File: src/shared/nlrc_pkg.sv
`default_nettype none
package nlrc_pkg;
    // ****************
    // Timing
    // ****************
    localparam int CLK_PERIOD_NS = 40;
    localparam int SUPPLY_STEP_NS = 5000;
    localparam int SETTLE_STEP_NS = 4000;
    localparam int DEBOUNCE_STEP_NS = 10000;
    localparam logic [7:0] SUPPLY_STEP_CYC = 8'(SUPPLY_STEP_NS / CLK_PERIOD_NS);
    localparam logic [7:0] SETTLE_STEP_CYC = 8'(SETTLE_STEP_NS / CLK_PERIOD_NS);
    localparam logic [7:0] DEBOUNCE_STEP_CYC = 8'(DEBOUNCE_STEP_NS / CLK_PERIOD_NS);

    // ****************
    // Register indices, byte address is four times the index
    // ****************
    localparam logic [7:0] IDX_FIRST = 8'h38;
    localparam logic [7:0] IDX_DETECT_CTRL = 8'h38;
    localparam logic [7:0] IDX_SUPPLY_LEAD = 8'h39;
    localparam logic [7:0] IDX_SUPPLY_LAG = 8'h3a;
    localparam logic [7:0] IDX_SENSITIVITY = 8'h3b;
    localparam logic [7:0] IDX_CP_SETTLE = 8'h3c;
    localparam logic [7:0] IDX_RSVD_LO = 8'h3d;
    localparam logic [7:0] IDX_RSVD_HI = 8'h3e;
    localparam logic [7:0] IDX_DEBOUNCE = 8'h3f;
    localparam logic [7:0] IDX_REQ_ANSWER = 8'h40;
    localparam logic [7:0] IDX_FIXED_UID = 8'h42;
    localparam logic [7:0] IDX_SELECT_ANSWER = 8'h45;
    localparam logic [7:0] IDX_POLL_ANSWER = 8'h46;
    localparam logic [7:0] IDX_RANDOM_UID = 8'h51;
    localparam logic [7:0] IDX_LAST = 8'h57;
    localparam logic [1:0] ADDR_LSB_ZERO = 2'h0;

    // ****************
    // Fields and fixed values
    // ****************
    localparam int BIT_SUPPLY_A_EN = 2;
    localparam int BIT_DETECT_B_EN = 3;
    localparam int BIT_WAKE_A_EN = 4;
    localparam logic [7:0] RESET_BYTE = 8'h00;
    localparam logic [7:0] RANDOM_UID_ON = 8'h01;
    localparam logic [7:0] UID_FIRST_BYTE = 8'h08;
    localparam logic [7:0] POLL_HEADER_0 = 8'h01;
    localparam logic [7:0] POLL_HEADER_1 = 8'hfe;
    localparam logic [23:0] LFSR_SEED = 24'h00_0001;
    localparam logic [23:0] LFSR_TAPS = 24'he1_0000;
    localparam logic [4:0] LEN_REQ = 5'h02;
    localparam logic [4:0] LEN_SELECT = 5'h01;
    localparam logic [4:0] LEN_POLL = 5'h12;
    localparam logic [4:0] LEN_UID = 5'h05;
    localparam logic [1:0] RESP_OKAY = 2'h0;
    localparam logic [1:0] RESP_SLVERR = 2'h2;
    localparam logic [1:0] KIND_UNMAPPED = 2'h0;
    localparam logic [1:0] KIND_RESERVED = 2'h1;
    localparam logic [1:0] KIND_RW = 2'h2;

    // ****************
    // Types
    // ****************
    typedef enum logic [1:0] {CMD_REQ, CMD_SELECT, CMD_POLL, CMD_UID} nlrc_cmd_t;
    typedef struct packed {
        logic valid;
        nlrc_cmd_t kind;
    } nlrc_cmd_req_t;
    typedef struct packed {
        logic valid;
        logic last;
        logic [7:0] data;
    } nlrc_resp_t;
    typedef struct packed {
        logic ctrl_a;
        logic ctrl_b;
        logic field_on;
        logic full_drive;
    } nlrc_supply_t;
endpackage
`default_nettype wire

File: src/design/nlrc_config.sv
// Chosen here: the AXI4-Lite register port.
`timescale 1ns/1ps
`default_nettype none
// How it works
// Detect-control bit 3 lets a card-detect event raise supply output b.
// Detect-control bit 4 lets a standby wake-up raise supply output a.
// Supply output rises, then lead count times 5 us passes before field on.
// After field off, lag count times 5 us passes before supply output clears.
// Sensitivity byte is presented to the field detector during field switch-on.
// Charge pumps settle count times 4 us before full transmitter drive.
// In card mode, external field is sampled every interval times 10 us.
// Request answer sends stored byte 0 then byte 1.
// Fixed identifier uses stored bytes 0, 1, 2 in that order.
// Identifier first byte is always 08h.
// Identifier check byte is the XOR of the identifier bytes.
// Polling answer: 01h, FEh, then sixteen stored bytes, eighteen in all.
// With random identifier on, a new one is taken at each field removal.
// Random select byte 0 keeps stored identifier, 1 uses random one.
// Detect-control bit 2 enables supply output a around field switching.
// Configuration bytes are held here and feed all engines directly.
// Select answer sends the single stored select byte.
module nlrc_config
    import nlrc_pkg::*;
(
    // Clock and reset
    input wire logic clk_in,
    input wire logic resetn_in,
    // AXI4-Lite write
    input wire logic [11:0] axi_awaddr_in,
    input wire logic axi_awvalid_in,
    output logic axi_awready_out,
    input wire logic [31:0] axi_wdata_in,
    input wire logic [3:0] axi_wstrb_in,
    input wire logic axi_wvalid_in,
    output logic axi_wready_out,
    output logic [1:0] axi_bresp_out,
    output logic axi_bvalid_out,
    input wire logic axi_bready_in,
    // AXI4-Lite read
    input wire logic [11:0] axi_araddr_in,
    input wire logic axi_arvalid_in,
    output logic axi_arready_out,
    output logic [31:0] axi_rdata_out,
    output logic [1:0] axi_rresp_out,
    output logic axi_rvalid_out,
    input wire logic axi_rready_in,
    // Field control
    input wire logic field_req_in,
    input wire logic low_power_card_detect_in,
    input wire logic standby_wake_in,
    output nlrc_supply_t supply_out,
    output logic [7:0] external_field_detector_sens_out,
    // External field sensing
    input wire logic card_mode_in,
    input wire logic ext_field_pin_in,
    output logic ext_field_present_out,
    // Card emulation answers
    input wire nlrc_cmd_req_t cmd_in,
    output logic cmd_ready_out,
    output nlrc_resp_t resp_out,
    input wire logic resp_ready_in
);

    // ****************
    // Helpers
    // ****************
    function automatic logic [1:0] reg_kind(input logic [11:0] addr);
        logic [7:0] idx;
        idx = addr[9:2];
        if (addr[11:10] != ADDR_LSB_ZERO || addr[1:0] != ADDR_LSB_ZERO || idx < IDX_FIRST
            || idx > IDX_LAST) begin
            return KIND_UNMAPPED;
        end
        if (idx == IDX_RSVD_LO || idx == IDX_RSVD_HI) begin
            return KIND_RESERVED;
        end
        return KIND_RW;
    endfunction

    function automatic logic step_end(input logic [7:0] sub, input logic [7:0] len);
        return sub == len - 8'h01;
    endfunction

    // ****************
    // Configuration store
    // ****************
    logic [7:0] cfg [IDX_FIRST:IDX_LAST];
    logic aw_held;
    logic [11:0] aw_addr;
    logic w_held;
    logic [7:0] w_byte;
    logic w_lane0;
    logic [1:0] bresp;
    logic bvalid;
    logic [31:0] rdata;
    logic [1:0] rresp;
    logic rvalid;

    wire logic do_write = aw_held && w_held && !bvalid;
    wire logic [1:0] wr_kind = reg_kind(aw_addr);
    wire logic [7:0] wr_idx = aw_addr[9:2];
    wire logic [1:0] rd_kind = reg_kind(axi_araddr_in);
    wire logic [7:0] rd_idx = axi_araddr_in[9:2];
    wire logic [7:0] rd_byte = (rd_kind == KIND_RW) ? cfg[rd_idx] : RESET_BYTE;
    wire logic take_ar = axi_arvalid_in && !rvalid;

    assign axi_awready_out = !aw_held;
    assign axi_wready_out = !w_held;
    assign axi_bresp_out = bresp;
    assign axi_bvalid_out = bvalid;
    assign axi_arready_out = !rvalid;
    assign axi_rdata_out = rdata;
    assign axi_rresp_out = rresp;
    assign axi_rvalid_out = rvalid;

    always_ff @(posedge clk_in) begin
        if (!resetn_in) begin
            aw_held <= 1'b0;
            w_held <= 1'b0;
            aw_addr <= 12'h000;
            w_byte <= RESET_BYTE;
            w_lane0 <= 1'b0;
            bvalid <= 1'b0;
            bresp <= RESP_OKAY;
        end else begin
            if (axi_awvalid_in && !aw_held) begin
                aw_held <= 1'b1;
                aw_addr <= axi_awaddr_in;
            end
            if (axi_wvalid_in && !w_held) begin
                w_held <= 1'b1;
                w_byte <= axi_wdata_in[7:0];
                w_lane0 <= axi_wstrb_in[0];
            end
            if (do_write) begin
                aw_held <= 1'b0;
                w_held <= 1'b0;
                bvalid <= 1'b1;
                bresp <= (wr_kind == KIND_UNMAPPED) ? RESP_SLVERR : RESP_OKAY;
            end else if (bvalid && axi_bready_in) begin
                bvalid <= 1'b0;
            end
        end
    end

    // Bytes live in flops so every engine sees a stored value at once.
    always_ff @(posedge clk_in) begin
        if (!resetn_in) begin
            for (int i = IDX_FIRST; i <= IDX_LAST; i++) begin
                cfg[i] <= RESET_BYTE;
            end
        end else if (do_write && w_lane0 && wr_kind == KIND_RW) begin
            cfg[wr_idx] <= w_byte;
        end
    end

    always_ff @(posedge clk_in) begin
        if (!resetn_in) begin
            rvalid <= 1'b0;
            rdata <= 32'h0000_0000;
            rresp <= RESP_OKAY;
        end else if (take_ar) begin
            rvalid <= 1'b1;
            rdata <= {24'h00_0000, rd_byte};
            rresp <= (rd_kind == KIND_UNMAPPED) ? RESP_SLVERR : RESP_OKAY;
        end else if (rvalid && axi_rready_in) begin
            rvalid <= 1'b0;
        end
    end

    // ****************
    // Supply and field sequencer
    // ****************
    typedef enum logic [2:0] {SQ_IDLE, SQ_LEAD, SQ_SETTLE, SQ_ON, SQ_LAG} nlrc_seq_t;
    nlrc_seq_t seq;
    logic [7:0] seq_steps;
    logic [7:0] seq_sub;
    logic hold_a;
    logic hold_b;
    logic [7:0] sens;

    wire logic [7:0] detect_ctrl = cfg[IDX_DETECT_CTRL];
    wire logic en_a = detect_ctrl[BIT_SUPPLY_A_EN];
    wire logic [7:0] seq_len = (seq == SQ_SETTLE) ? SETTLE_STEP_CYC : SUPPLY_STEP_CYC;
    wire logic seq_done = (seq_steps == 8'h00);
    wire logic seq_tick = !seq_done && step_end(seq_sub, seq_len);
    wire logic seq_last = seq_done || (seq_tick && seq_steps == 8'h01);

    always_ff @(posedge clk_in) begin
        if (!resetn_in) begin
            seq <= SQ_IDLE;
            seq_steps <= 8'h00;
            seq_sub <= 8'h00;
        end else begin
            seq_sub <= (seq_done || seq_tick) ? 8'h00 : seq_sub + 8'h01;
            if (seq_tick) begin
                seq_steps <= seq_steps - 8'h01;
            end
            unique case (seq)
                SQ_IDLE: begin
                    if (field_req_in && (en_a || hold_a || hold_b)) begin
                        seq <= SQ_LEAD;
                        seq_steps <= cfg[IDX_SUPPLY_LEAD];
                    end else if (field_req_in) begin
                        seq <= SQ_SETTLE;
                        seq_steps <= cfg[IDX_CP_SETTLE];
                    end
                end
                SQ_LEAD: begin
                    if (seq_last) begin
                        seq <= SQ_SETTLE;
                        seq_steps <= cfg[IDX_CP_SETTLE];
                    end
                end
                SQ_SETTLE: begin
                    if (seq_last) begin
                        seq <= SQ_ON;
                    end
                end
                SQ_ON: begin
                    if (!field_req_in) begin
                        seq <= SQ_LAG;
                        seq_steps <= cfg[IDX_SUPPLY_LAG];
                    end
                end
                SQ_LAG: begin
                    if (seq_last) begin
                        seq <= SQ_IDLE;
                    end
                end
            endcase
        end
    end

    // The wake-up and card-detect holds last until a lag completes.
    always_ff @(posedge clk_in) begin
        if (!resetn_in) begin
            hold_a <= 1'b0;
            hold_b <= 1'b0;
            sens <= RESET_BYTE;
        end else begin
            if (standby_wake_in && detect_ctrl[BIT_WAKE_A_EN]) begin
                hold_a <= 1'b1;
            end else if (seq == SQ_LAG && seq_last) begin
                hold_a <= 1'b0;
            end
            if (low_power_card_detect_in && detect_ctrl[BIT_DETECT_B_EN]) begin
                hold_b <= 1'b1;
            end else if (seq == SQ_LAG && seq_last) begin
                hold_b <= 1'b0;
            end
            if (seq == SQ_LEAD || (seq == SQ_IDLE && field_req_in)) begin
                sens <= cfg[IDX_SENSITIVITY];
            end
        end
    end

    wire logic seq_active = (seq != SQ_IDLE);
    always_ff @(posedge clk_in) begin
        if (!resetn_in) begin
            supply_out <= '0;
        end else begin
            supply_out.ctrl_a <= hold_a || (en_a && seq_active);
            supply_out.ctrl_b <= hold_b;
            supply_out.field_on <= (seq == SQ_SETTLE) || (seq == SQ_ON);
            supply_out.full_drive <= (seq == SQ_ON);
        end
    end
    assign external_field_detector_sens_out = sens;

    // ****************
    // External field sampling and random identifier
    // ****************
    logic field_meta;
    logic field_sync;
    logic present;
    logic [7:0] db_steps;
    logic [7:0] db_sub;
    logic [23:0] lfsr;
    logic [23:0] rand_uid;

    wire logic db_done = (db_steps == 8'h00);
    wire logic db_tick = !db_done && step_end(db_sub, DEBOUNCE_STEP_CYC);
    wire logic next_present = card_mode_in ? (db_done ? field_sync : present) : field_sync;
    wire logic removal = present && !next_present;
    wire logic random_on = (cfg[IDX_RANDOM_UID] == RANDOM_UID_ON);

    always_ff @(posedge clk_in) begin
        if (!resetn_in) begin
            field_meta <= 1'b0;
            field_sync <= 1'b0;
            present <= 1'b0;
            db_steps <= 8'h00;
            db_sub <= 8'h00;
        end else begin
            field_meta <= ext_field_pin_in;
            field_sync <= field_meta;
            present <= next_present;
            db_sub <= (db_done || db_tick) ? 8'h00 : db_sub + 8'h01;
            if (db_done) begin
                db_steps <= cfg[IDX_DEBOUNCE];
            end else if (db_tick) begin
                db_steps <= db_steps - 8'h01;
            end
        end
    end
    assign ext_field_present_out = present;

    // A free-running generator keeps the value unpredictable between removals.
    always_ff @(posedge clk_in) begin
        if (!resetn_in) begin
            lfsr <= LFSR_SEED;
            rand_uid <= 24'h00_0000;
        end else begin
            lfsr <= lfsr[0] ? ((lfsr >> 1) ^ LFSR_TAPS) : (lfsr >> 1);
            if (removal && random_on) begin
                rand_uid <= lfsr;
            end
        end
    end

    // ****************
    // Card emulation answers
    // ****************
    typedef enum logic {RS_IDLE, RS_SEND} nlrc_rs_t;
    nlrc_rs_t rs;
    nlrc_cmd_t rs_kind;
    logic [4:0] rs_idx;
    logic [4:0] rs_len;
    logic [7:0] rs_data;

    wire logic [23:0] uid_bytes = random_on ? rand_uid
        : {cfg[IDX_FIXED_UID], cfg[IDX_FIXED_UID + 8'h01], cfg[IDX_FIXED_UID + 8'h02]};
    wire logic [7:0] uid_check = UID_FIRST_BYTE ^ uid_bytes[23:16] ^ uid_bytes[15:8]
        ^ uid_bytes[7:0];
    wire logic cmd_take = cmd_in.valid && (rs == RS_IDLE);
    wire logic byte_take = (rs == RS_SEND) && resp_ready_in;
    wire nlrc_cmd_t sel_kind = (rs == RS_IDLE) ? cmd_in.kind : rs_kind;
    wire logic [4:0] sel_idx = (rs == RS_IDLE) ? 5'h00 : rs_idx + 5'h01;
    wire logic [7:0] sel_off = {3'h0, sel_idx};
    logic [7:0] sel_byte;
    logic [4:0] sel_len;

    always_comb begin
        sel_byte = RESET_BYTE;
        sel_len = LEN_REQ;
        unique case (sel_kind)
            CMD_REQ: begin
                sel_byte = cfg[IDX_REQ_ANSWER + sel_off[0]];
            end
            CMD_SELECT: begin
                sel_len = LEN_SELECT;
                sel_byte = cfg[IDX_SELECT_ANSWER];
            end
            CMD_POLL: begin
                sel_len = LEN_POLL;
                if (sel_idx == 5'h00) begin
                    sel_byte = POLL_HEADER_0;
                end else if (sel_idx == 5'h01) begin
                    sel_byte = POLL_HEADER_1;
                end else if (sel_idx < LEN_POLL) begin
                    sel_byte = cfg[IDX_POLL_ANSWER + sel_off];
                end
            end
            CMD_UID: begin
                sel_len = LEN_UID;
                unique case (sel_idx)
                    5'h00: sel_byte = UID_FIRST_BYTE;
                    5'h01: sel_byte = uid_bytes[23:16];
                    5'h02: sel_byte = uid_bytes[15:8];
                    5'h03: sel_byte = uid_bytes[7:0];
                    default: sel_byte = uid_check;
                endcase
            end
        endcase
    end

    always_ff @(posedge clk_in) begin
        if (!resetn_in) begin
            rs <= RS_IDLE;
            rs_kind <= CMD_REQ;
            rs_idx <= 5'h00;
            rs_len <= LEN_REQ;
            rs_data <= RESET_BYTE;
        end else if (cmd_take) begin
            rs <= RS_SEND;
            rs_kind <= cmd_in.kind;
            rs_idx <= 5'h00;
            rs_len <= sel_len;
            rs_data <= sel_byte;
        end else if (byte_take) begin
            if (rs_idx == rs_len - 5'h01) begin
                rs <= RS_IDLE;
            end else begin
                rs_idx <= sel_idx;
                rs_data <= sel_byte;
            end
        end
    end

    assign cmd_ready_out = (rs == RS_IDLE);
    assign resp_out.valid = (rs == RS_SEND);
    assign resp_out.last = (rs == RS_SEND) && (rs_idx == rs_len - 5'h01);
    assign resp_out.data = rs_data;

endmodule // nlrc_config
`default_nettype wire

File: config.mk
export PLATFORM = sky130hd
export DESIGN_NAME = nlrc_config
export DESIGN_NICKNAME = d
export VERILOG_FILES = /design/src/shared/nlrc_pkg.sv /design/src/design/nlrc_config.sv
export SDC_FILE = /design/constraint.sdc
export NUM_CORES = 1
export LEC_CHECK = 0
export BUFFER_PORTS_ARGS = -buffer_cell sky130_fd_sc_hd__buf_2
export CORE_ASPECT_RATIO = 0.8
export CORE_UTILIZATION = 60
export CTS_CLUSTER_DIAMETER = 60
export CTS_CLUSTER_SIZE = 10
export DETAILED_ROUTE_END_ITERATION = 8
export PLACE_DENSITY = 0.87
export REMOVE_ABC_BUFFERS = 1
export SLEW_MARGIN = 20
export SYNTH_ARGS = -nofsm -noshare
export SYNTH_HDL_FRONTEND = slang
export SYNTH_SLANG_ARGS = --single-unit
export TNS_END_PERCENT = 20
File: constraint.sdc
create_clock -name clk_in -period 4.4 [get_ports clk_in]
set_input_delay 1.32 -clock clk_in [delete_from_list [all_inputs] [get_ports clk_in]]
set_output_delay 1.32 -clock clk_in [all_outputs]
set_load 0.02 [all_outputs]
# Yosys cells after proc, flatten, opt, wreduce, memory -nomap -nowiden
# Memory sizes are Yosys's and may differ from the RTL's. A register that Yosys moved wholly into a read port is not among the register bits.
# Cells that the tools add are included.
[word_totals]
mem_bits_rw = 256
elab_cells = 222
regBits = 150
in_bits = 76
latchBits = 0
output_inout_bits = 65
rom_bits = 0
n_memories = 1
[op_classes]
n_div = 0
n_mul = 0
n_eq_ne = 27
magnitude_cmp = 5
n_addsub = 9
bitwise_logic = 7
muxes = 65
n_reduce_logical = 76
n_shift = 0
[mem_list]
columns = ["name", "depth", "width", "read_ports", "rd_clocked_by_memory_dff", "write_ports", "line", "text"]
rows = [
  ["cfg", 32, 8, 14, 1, 32, "nlrc_config.sv:87", "logic [7:0] cfg [IDX_FIRST:IDX_LAST];"],
]
[op_table]
columns = ["cell", "count"]
rows = [
  ["$mux 8", 15],
  ["$pmux 8 s4", 2],
  ["$eq 8x6->1 const B", 4],
  ["$mux 24", 1],
  ["$pmux 8 s3", 1],
  ["$logic_and 1x1->1", 23],
  ["$mux 1", 23],
  ["$mux 23", 1],
  ["$mux 2", 11],
  ["$reduce_bool 2->1", 11],
  ["$mux 3", 6],
  ["$add 8x1->8 const B", 2],
  ["$eq 8x1->1 const B", 2],
  ["$gt 8x7->1 const B", 2],
  ["$logic_not 8->1", 2],
  ["$logic_or 1x1->1", 16],
  ["$lt 8x6->1 const B", 2],
  ["$sub 8x1->8 const B", 2],
  ["$xor 8x8->8", 2],
  ["$pmux 3 s5", 1],
  ["$pmux 5 s3", 1],
  ["$eq 5x2->1 const B", 2],
  ["$mux 5", 2],
  ["$ne 2x2->1 const B", 5],
  ["28 further kinds", 50],
]

# Logic depth before layout (Yosys ltp)
# Gate-level depths: netlist (run 1).
[depth]
depth_word = 15
mapped_depth = 14
depth_no_buf = 11

# Least setup slack after synthesis (run 1)
# Ideal clock, no wire load.
[synth_path]
path_kind = "in2reg"
start = "input axi_araddr_in[2]"
end = "register rdata[0] (netlist: axi_rdata_out[0])"
n_path_buf = 1
t_arrival_ns = 3.474
required_ns = 4.283
setup_time_ns = 0.117
cell_stages = 5
path_slack_ns = 0.809
path_cell_list = "buf_1 mux4_2 mux4_2 mux4_2 a22o_1"
[synth_via]
elab_chain_cells = 8
word_cells_on_any_way = 16
classes_between = "2 x order compare; 3 x eq/ne; 7 x mux; 3 x reduce/logical; 1 x memory"
[synth_rtl]
columns = ["item", "line", "text"]
rows = [
  ["start, declared", "nlrc_config.sv:40", "input wire logic [11:0] axi_araddr_in,"],
  ["parallel branches: the longest is 7 deep, another holds $lt 8x6->1", "-", ""],
  ["$mux 8 *", "nlrc_config.sv:104", "wire logic [7:0] rd_byte = (rd_kind == KIND_RW) ? cfg[rd_idx] : RESET_BYTE;"],
  ["end signal, assigned", "nlrc_config.sv:164", "rdata <= {24'h00_0000, rd_byte};"],
  ["end, declared", "nlrc_config.sv:95", "logic [31:0] rdata;"],
]
# Mark *: on every way between the ends. The select of a mux whose other input is x is not followed.
# A chain may end at the register's enable or synchronous reset.

# Worst setup path in the final report (run 1)
[layout_path]
start = "register rs_idx[0]"
end = "register rs_data[3]"
[layout_via]
elab_chain_cells = 11
word_cells_on_any_way = 21
classes_between = "3 x add/sub; 1 x order compare; 5 x eq/ne; 9 x mux; 2 x reduce/logical; 1 x memory"
[layout_rtl]
columns = ["item", "line", "text"]
rows = [
  ["start, declared", "nlrc_config.sv:328", "logic [4:0] rs_idx;"],
  ["start signal, assigned", "nlrc_config.sv:395", "rs_idx <= sel_idx;"],
  ["$add 5x1->5", "nlrc_config.sv:339", "wire logic [4:0] sel_idx = (rs == RS_IDLE) ? 5'h00 : rs_idx + 5'h01;"],
  ["$mux 5", "nlrc_config.sv:339", ""],
  ["$add 7x5->7", "nlrc_config.sv:362", "sel_byte = cfg[IDX_POLL_ANSWER + sel_off];"],
  ["$mem_v2 32x8", "-", ""],
  ["$mux 8", "nlrc_config.sv:361", "end else if (sel_idx < LEN_POLL) begin"],
  ["$mux 8", "nlrc_config.sv:359", "end else if (sel_idx == 5'h01) begin"],
  ["$mux 8", "nlrc_config.sv:357", "if (sel_idx == 5'h00) begin"],
  ["$pmux 8 s4", "nlrc_config.sv:347", "unique case (sel_kind)"],
  ["$mux 8", "nlrc_config.sv:392", "if (rs_idx == rs_len - 5'h01) begin"],
  ["$mux 8", "nlrc_config.sv:391", "end else if (byte_take) begin"],
  ["$mux 8", "nlrc_config.sv:385", "end else if (cmd_take) begin"],
  ["end signal, assigned", "nlrc_config.sv:390", "rs_data <= sel_byte;"],
  ["end signal, assigned", "nlrc_config.sv:396", "rs_data <= sel_byte;"],
  ["end, declared", "nlrc_config.sv:330", "logic [7:0] rs_data;"],
]
# Several ways; a longest one is shown, not always the timed one. The select of a mux whose other input is x is not followed.

==> metrics.csv, run 1 <==
stage;metric;value;unit
clock_tree;cts_root_buf;clkbuf_16;
drt;drt-pass1-iter-count;7;
clock_tree;htreeDepth;3;
final_layout;regArea;18500;µm²
final_layout;final_core_util;70.4;%
clock_tree;cts_setup_buffers;0;
synthesis;synth-async-reset-ratio;0;%
clock_tree;cts_tree;yes;
clock_tree;clk_pin_slew;0.06;ns
power_and_ir_drop;combPwrFrac;13.2;%
final_layout;multi_input_area;13300;µm²
place;dp_hpwl;58.2;mm
global_route;grt_pass1_wl;134;mm
clock_tree;clock_path_buffers;3;
synthesis;ys_warn_count;0;
setup_path;worstPathArrival;4.33;ns
global_route;grt_use_total;33.4;%
floorplan;pin_count;141;
timing;fmax;0.262;GHz
final_layout;synthToLayoutAreaGrowth;14.9;%
synthesis;synth-seq-cells;667;
floorplan;dieHeight;207;µm
setup_path;cp_max_fo;23;
global_route;grt_util_met2;52.1;%
drt;drt-initial-drc-count;3511;
place;place.gp.congestion;0.996;
synthesis;yosysTopAreaCell;edfxtp_1;
setup_path;required;4.91;ns
setup_path;path_cells;ha_4 > and2_1 > inv_1 > ha_2 > o221ai_1 > o22a_1 > and3_1 > a311oi_1 > o221ai_1 > a22o_1;
floorplan;start_util;61.3;%
clock_tree;clkSinkCount;667;
timing;finalCritPeriodShare;86.7;%
drt;drc;0;
final_layout;fillers;3243;
synthesis;synth_edf_count;512;
synthesis;yosysUniqueCellTypes;80;
outcome;outcome;finished clean;
drt;vias;22622;
floorplan;dieArea;53600;µm²
timing;min_period;3.82;ns
synthesis;synth_top_area_share;48.6;%
global_route;use_met1;43.1;%
global_route;grt.overflow.total;0;
global_route;grt_max_degree;78;
synthesis;netlist_instances;2399;
global_route;grt.busiest_layer;met2;
timing;hold_viol;0;
setup_path;critPathSlowestCell;ha_2;
drt;wl_per_cell;25.4;µm
synthesis;synth_commonest_cells;edfxtp_1 (512), and2_1 (269), nand2_1 (177);
synthesis;ys_seq_area_share;58.4;%
power_and_ir_drop;fin_total_pwr;15.5;mW
final_layout;post-route-cell-area;36300;µm²
floorplan;coreArea;51600;µm²
synthesis;synth_flop_cell;edfxtp_1;
timing;maxSlewViolCount;0;
setup_path;cp_common_cell;o221ai_1;
floorplan;rows;74;
synthesis;syn-cell-area;31600;µm²
synthesis;synth_area_leaders;edfxtp_1 (49%), mux4_2 (12%), dfxtp_1 (9.8%);
setup_path;crit_family;compound AO/OA/AOI/OAI gates;
timing;slew_headroom;30.0;%
setup_path;cp-end-kind;flip-flop;
power_and_ir_drop;switching_share;26.8;%
final_layout;stdcell_count;3504;
clock_tree;cts_resized;0;
place;dpl_cell_area;34000;µm²
global_route;antenna_found_initial;6;
setup_path;cp_slowest_stage_delay;0.64;ns
hold_path;min-delay-path-class;reg -> reg;
power_and_ir_drop;seqPwrFrac;48.6;%
floorplan;fp.dieW;259;µm
timing;hold_ws;0.435;ns
place;io_buffers;87;
drt;avgViaCountPerCell;6.46;
clock_tree;cts_buffers;77;
power_and_ir_drop;p_switching;4.15;mW
place;place_inst;3362;
power_and_ir_drop;leakage;13.5;nW
job;maxCapViolations;0;
power_and_ir_drop;peakVddDrop;287;µV
synthesis;yosys.cell_count.top_type;edfxtp_1;
final_layout;final_nets;2846;
timing;final.setup_skew;0.0383;ns
power_and_ir_drop;power.clock.fraction;38.2;%
timing;rsz0062_at_grt;no;
global_route;first_global_vias;22842;
setup_path;crit_type;reg -> reg;
drt;ant_nets;0;
timing;worst_pin_slew;1.04;ns
synthesis;syn_avg_cell_area;13.2;µm²
setup_path;worst-path-buf-inv;1;
power_and_ir_drop;p_int;11.4;mW
clock_tree;ctsHoldBuffers;0;
timing;finalSetupViolations;0;
global_route;use_met3;11.0;%
drt;routed_wl;89.0;mm
final_layout;drive_above_1_share;17.7;%
power_and_ir_drop;power_density;427;nW/µm²
setup_path;startpoint_type;flip-flop;
clock_tree;insertion_delay;0.65;ns
path summary, 6_finish.rpt:
path	from	endpoint	slack (ns)	depth (start not counted)
setup reg to reg	rs_idx[0]$_SDFFE_PP0P_	rs_data[3]$_SDFFE_PN0P_	0.58	10
hold reg to reg	field_meta$_SDFF_PN0_	field_sync$_SDFF_PN0_	0.44	1
hold / removal	field_meta$_SDFF_PN0_	field_sync$_SDFF_PN0_	0.44	1
setup / recovery	rs_idx[0]$_SDFFE_PP0P_	rs_data[3]$_SDFFE_PN0P_	0.58	10
cells by family after synthesis:
kind of cell | share of synthesized area, %
buffers and inverters | 3.15
AND/OR/NAND/NOR | 11.7
XOR/XNOR | 1.91
multiplexers | 15.5
flip-flops | 58.4
adder cells (fa/ha/maj) | 0.475
other | 0.0119
AO/OA/AOI/OAI | 8.84
placed cells by master, fill, tap and decap left out, types with 7 or more instances in the layout:
cell / netlist / routed
a21o_1: 8 / 8
clkbuf_16: 0 / 78
a22o_1: 10 / 10
buf_2: 25 / 85
a2111oi_0: 7 / 7
and3_1: 11 / 11
nor3_1: 34 / 34
ha_1: 12 / 10
a211oi_1: 27 / 27
clkbuf_1: 112 / 53
xnor2_1: 49 / 49
o22ai_1: 52 / 52
conb_1: 1 / 298
mux2_2: 42 / 42
inv_1: 30 / 30
xor2_1: 20 / 20
mux4_2: 168 / 168
mux2i_1: 65 / 65
and2_1: 269 / 269
buf_4: 29 / 77
a221oi_1: 9 / 9
a21oi_1: 121 / 120
a211o_1: 7 / 7
nand2_1: 177 / 177
dfxtp_1: 155 / 145
nand3_1: 23 / 23
buf_12: 0 / 12
o221ai_1: 8 / 8
a221o_1: 7 / 7
edfxtp_1: 512 / 512
o211ai_1: 10 / 10
a31oi_1: 15 / 15
nor2_1: 143 / 143
nand2b_1: 10 / 10
o21ai_0: 89 / 89
state kept, by name, indices dropped and copies added, names as in the netlist, 12 cells and up:
name,count
lfsr,24
rand_uid,24
aw_addr,12
cfg,512
through the flow:
stage                     setup slack [ns]  TNS, ns
final                                0.583        0
after global routing                 0.450        0
after CTS                            0.565        0
after detailed placement             0.380        0
after global placement               0.459        0
after floorplan                      -2.17   -17.00
routing by layer:
metal	vias to the layer above	share of wire, %
met5	-	0.029
met1	10989	35
li1	9517	-
met4	4	4.6
met2	1759	46
met3	353	14
power by group through the flow:
stage / Combinational [mW] / Clock, mW / Sequential (mW)
floorplan: 1.22 / 0 / 7.55
global placement: 1.83 / 0 / 7.59
CTS: 1.96 / 5.92 / 7.53
global route: 2.15 / 6.18 / 7.58
finish: 2.04 / 5.92 / 7.54
detailed placement: 1.93 / 0 / 7.65
cell type report:
type                    instances  area share [%]
repair buffers                176            3.49
flip-flops and latches        667            50.9
clock buffers                 133            6.00
diodes                          1         0.00689
well taps                     684            2.36
multi-input cells            1804            36.6
clock inverters                 7           0.300
inverters                      32           0.334
Note: power is estimated with default switching activity, not from simulation.
==> inputs of run 2 (changes only) <==
--- a/config.mk
+++ b/config.mk
@@ -6,12 +6,14 @@
 export NUM_CORES = 1
 export LEC_CHECK = 0
 export BUFFER_PORTS_ARGS = -buffer_cell sky130_fd_sc_hd__buf_2
+export CELL_PAD_IN_SITES_DETAIL_PLACEMENT = 0
+export CELL_PAD_IN_SITES_GLOBAL_PLACEMENT = 1
 export CORE_ASPECT_RATIO = 0.8
-export CORE_UTILIZATION = 60
+export CORE_UTILIZATION = 52
 export CTS_CLUSTER_DIAMETER = 60
 export CTS_CLUSTER_SIZE = 10
 export DETAILED_ROUTE_END_ITERATION = 8
-export PLACE_DENSITY = 0.87
+export PLACE_DENSITY = 0.9
 export REMOVE_ABC_BUFFERS = 1
 export SLEW_MARGIN = 20
 export SYNTH_ARGS = -nofsm -noshare
==> run 2 against run 1 <==
Design area up 0.12%. Largest power group unchanged. Sequential power shrank 0.9%. Clock-buffer cell count rose by 4. Power shrank 0.73%. Die area grew 15%. Combinational power barely moved. Critical endpoint is now resp_out[8]. Highest routed layer is now met4.
==> metrics.csv, run 2 (synthesized netlist as in run 1, its figures left out) <==
stage;metric;value;unit
outcome;outcome;finished clean;
power_and_ir_drop;fin_total_pwr;15.4;mW
place;place.gp.congestion;0.958;
clock_tree;clock_path_buffers;3;
hold_path;min-delay-path-class;reg -> reg;
final_layout;regMostFlops;cfg;
drt;ant_nets;0;
timing;worst_pin_slew;1.07;ns
global_route;grt_max_degree;64;
clock_tree;cts_setup_buffers;0;
clock_tree;htreeDepth;3;
final_layout;drive_above_1_share;17.6;%
clock_tree;cts_buffers;77;
floorplan;fp.dieW;278;µm
timing;rsz0062_at_grt;no;
hold_path;min_to;field_sync$_SDFF_PN0_;
power_and_ir_drop;power_density;423;nW/µm²
drt;drt-initial-drc-count;2616;
timing;finalCritPeriodShare;88.9;%
setup_path;worstPathArrival;2.59;ns
global_route;grt_pass1_wl;126;mm
drt;vias;21610;
clock_tree;ctsHoldBuffers;0;
setup_path;cp-end-kind;output pin;
setup_path;startpoint_type;flip-flop;
hold_path;worstHoldPathCells;1;
setup_path;r2r_cells;9;
timing;final.setup_skew;0.0177;ns
power_and_ir_drop;peakVddDrop;246;µV
setup_path;reg2reg_to;rs_data[5]$_SDFFE_PN0P_;
setup_path;crit_type;reg -> out;
setup_path;critPathSlowestCell;buf_4;
place;io_buffers;87;
timing;fmax;0.256;GHz
global_route;first_global_vias;21084;
drt;wl_per_cell;23.2;µm
clock_tree;cts_root_buf;clkbuf_16;
place;dp_hpwl;56.7;mm
final_layout;layout_common_cells;edfxtp_1 (512), conb_1 (298), and2_1 (269);
drt;avgViaCountPerCell;6.01;
setup_path;crit_family;buffers and inverters;
final_layout;top_regs;cfg (512), lfsr (24), rand_uid (24);
hold_path;worstHoldStart;field_meta$_SDFF_PN0_;
setup_path;reg2reg_slack;0.68;ns
floorplan;start_util;52.8;%
timing;maxSlewViolCount;0;
timing;finalSetupViolations;0;
global_route;antenna_found_initial;1;
drt;routed_wl;83.4;mm
timing;slew_headroom;28.5;%
timing;hold_viol;0;
final_layout;final_nets;2844;
setup_path;required;3.08;ns
setup_path;cp_slowest_stage_delay;0.69;ns
setup_path;worst-path-buf-inv;2;
floorplan;dieArea;61800;µm²
global_route;grt_use_total;27.1;%
floorplan;dieHeight;223;µm
final_layout;final_common_cell;edfxtp_1;
clock_tree;insertion_delay;0.62;ns
setup_path;r2r-start;rs_idx[1]$_SDFFE_PP0P_;
final_layout;n_antenna_cell;0;
clock_tree;clkSinkCount;667;
timing;hold_ws;0.431;ns
clock_tree;cts_resized;0;
global_route;grt.overflow.total;0;
floorplan;rows;80;
setup_path;path_cells;buf_4 > xnor2_1 > nor3_1 > and3_1 > and2_1 > buf_2;
setup_path;cp_max_fo;63;
timing;min_period;3.91;ns
drt;drc;0;
final_layout;largest_reg_flops;512;
power_and_ir_drop;leakage;13.5;nW
floorplan;pin_count;141;
floorplan;coreArea;59900;µm²
clock_tree;cts_tree;yes;
clock_tree;clk_pin_slew;0.05;ns
job;maxCapViolations;0;
drt;drt-pass1-iter-count;6;
final_layout;synthToLayoutAreaGrowth;15.0;%
## run 2: metal layers
metal,global-route usage (%),up-vias,routed length [µm]
met3,7.84,196,10500
li1,-,9505,-
met5,0,-,0
met2,39.5,1298,36800
met1,39.3,10611,33700
met4,8.32,0,2410
## run 2: report_power, final
part | internal (mW) | switching (mW) | leakage [nW] | total [mW]
sequential | 7.18 | 0.299 | 6.52 | 7.47
combinational | 0.804 | 1.21 | 5.91 | 2.01
clock | 3.45 | 2.46 | 1.10 | 5.91
total | 11.4 | 3.97 | 13.5 | 15.4
## run 2: through the flow
stage	setup slack (ns)	TNS (ns)	cells	utilization, %	area, µm²
3_3_place_gp	0.546	0	3456	56.9	34100
6_report	0.489	0	3597	60.8	36400
2_1_floorplan	-2.17	-17.00	2503	-	31900
4_1_cts	0.466	0	3597	60.8	36400
5_1_grt	0.279	0	3597	60.8	36400
3_5_place_dp	0.522	0	3456	56.9	34100
## run 2: final cells by class
type / count / area, µm²
multi-input combinational: 1804 / 13300
sequential: 667 / 18500
tap: 779 / 975
clock inverter: 4 / 53.8
fill: 4564 / 23500
inverter: 32 / 121
timing repair buffer: 174 / 1190
clock buffer: 137 / 2250
## run 2: worst max-delay path by stage
stage	start	to	slack [ns]	cells after the start
after floorplan	rs_idx[0]$_SDFFE_PP0P_	rs_data[1]$_SDFFE_PN0P_	-2.17	8
after global placement	axi_araddr_in[2]	axi_rdata_out[4]$_SDFFE_PN0P_	0.55	6
after detailed placement	axi_araddr_in[2]	axi_rdata_out[4]$_SDFFE_PN0P_	0.52	6
after CTS	rs_idx[0]$_SDFFE_PP0P_	resp_out[8]	0.47	6
after global routing	rs_idx[0]$_SDFFE_PP0P_	resp_out[8]	0.28	6
final	rs_idx[0]$_SDFFE_PP0P_	resp_out[8]	0.49	6
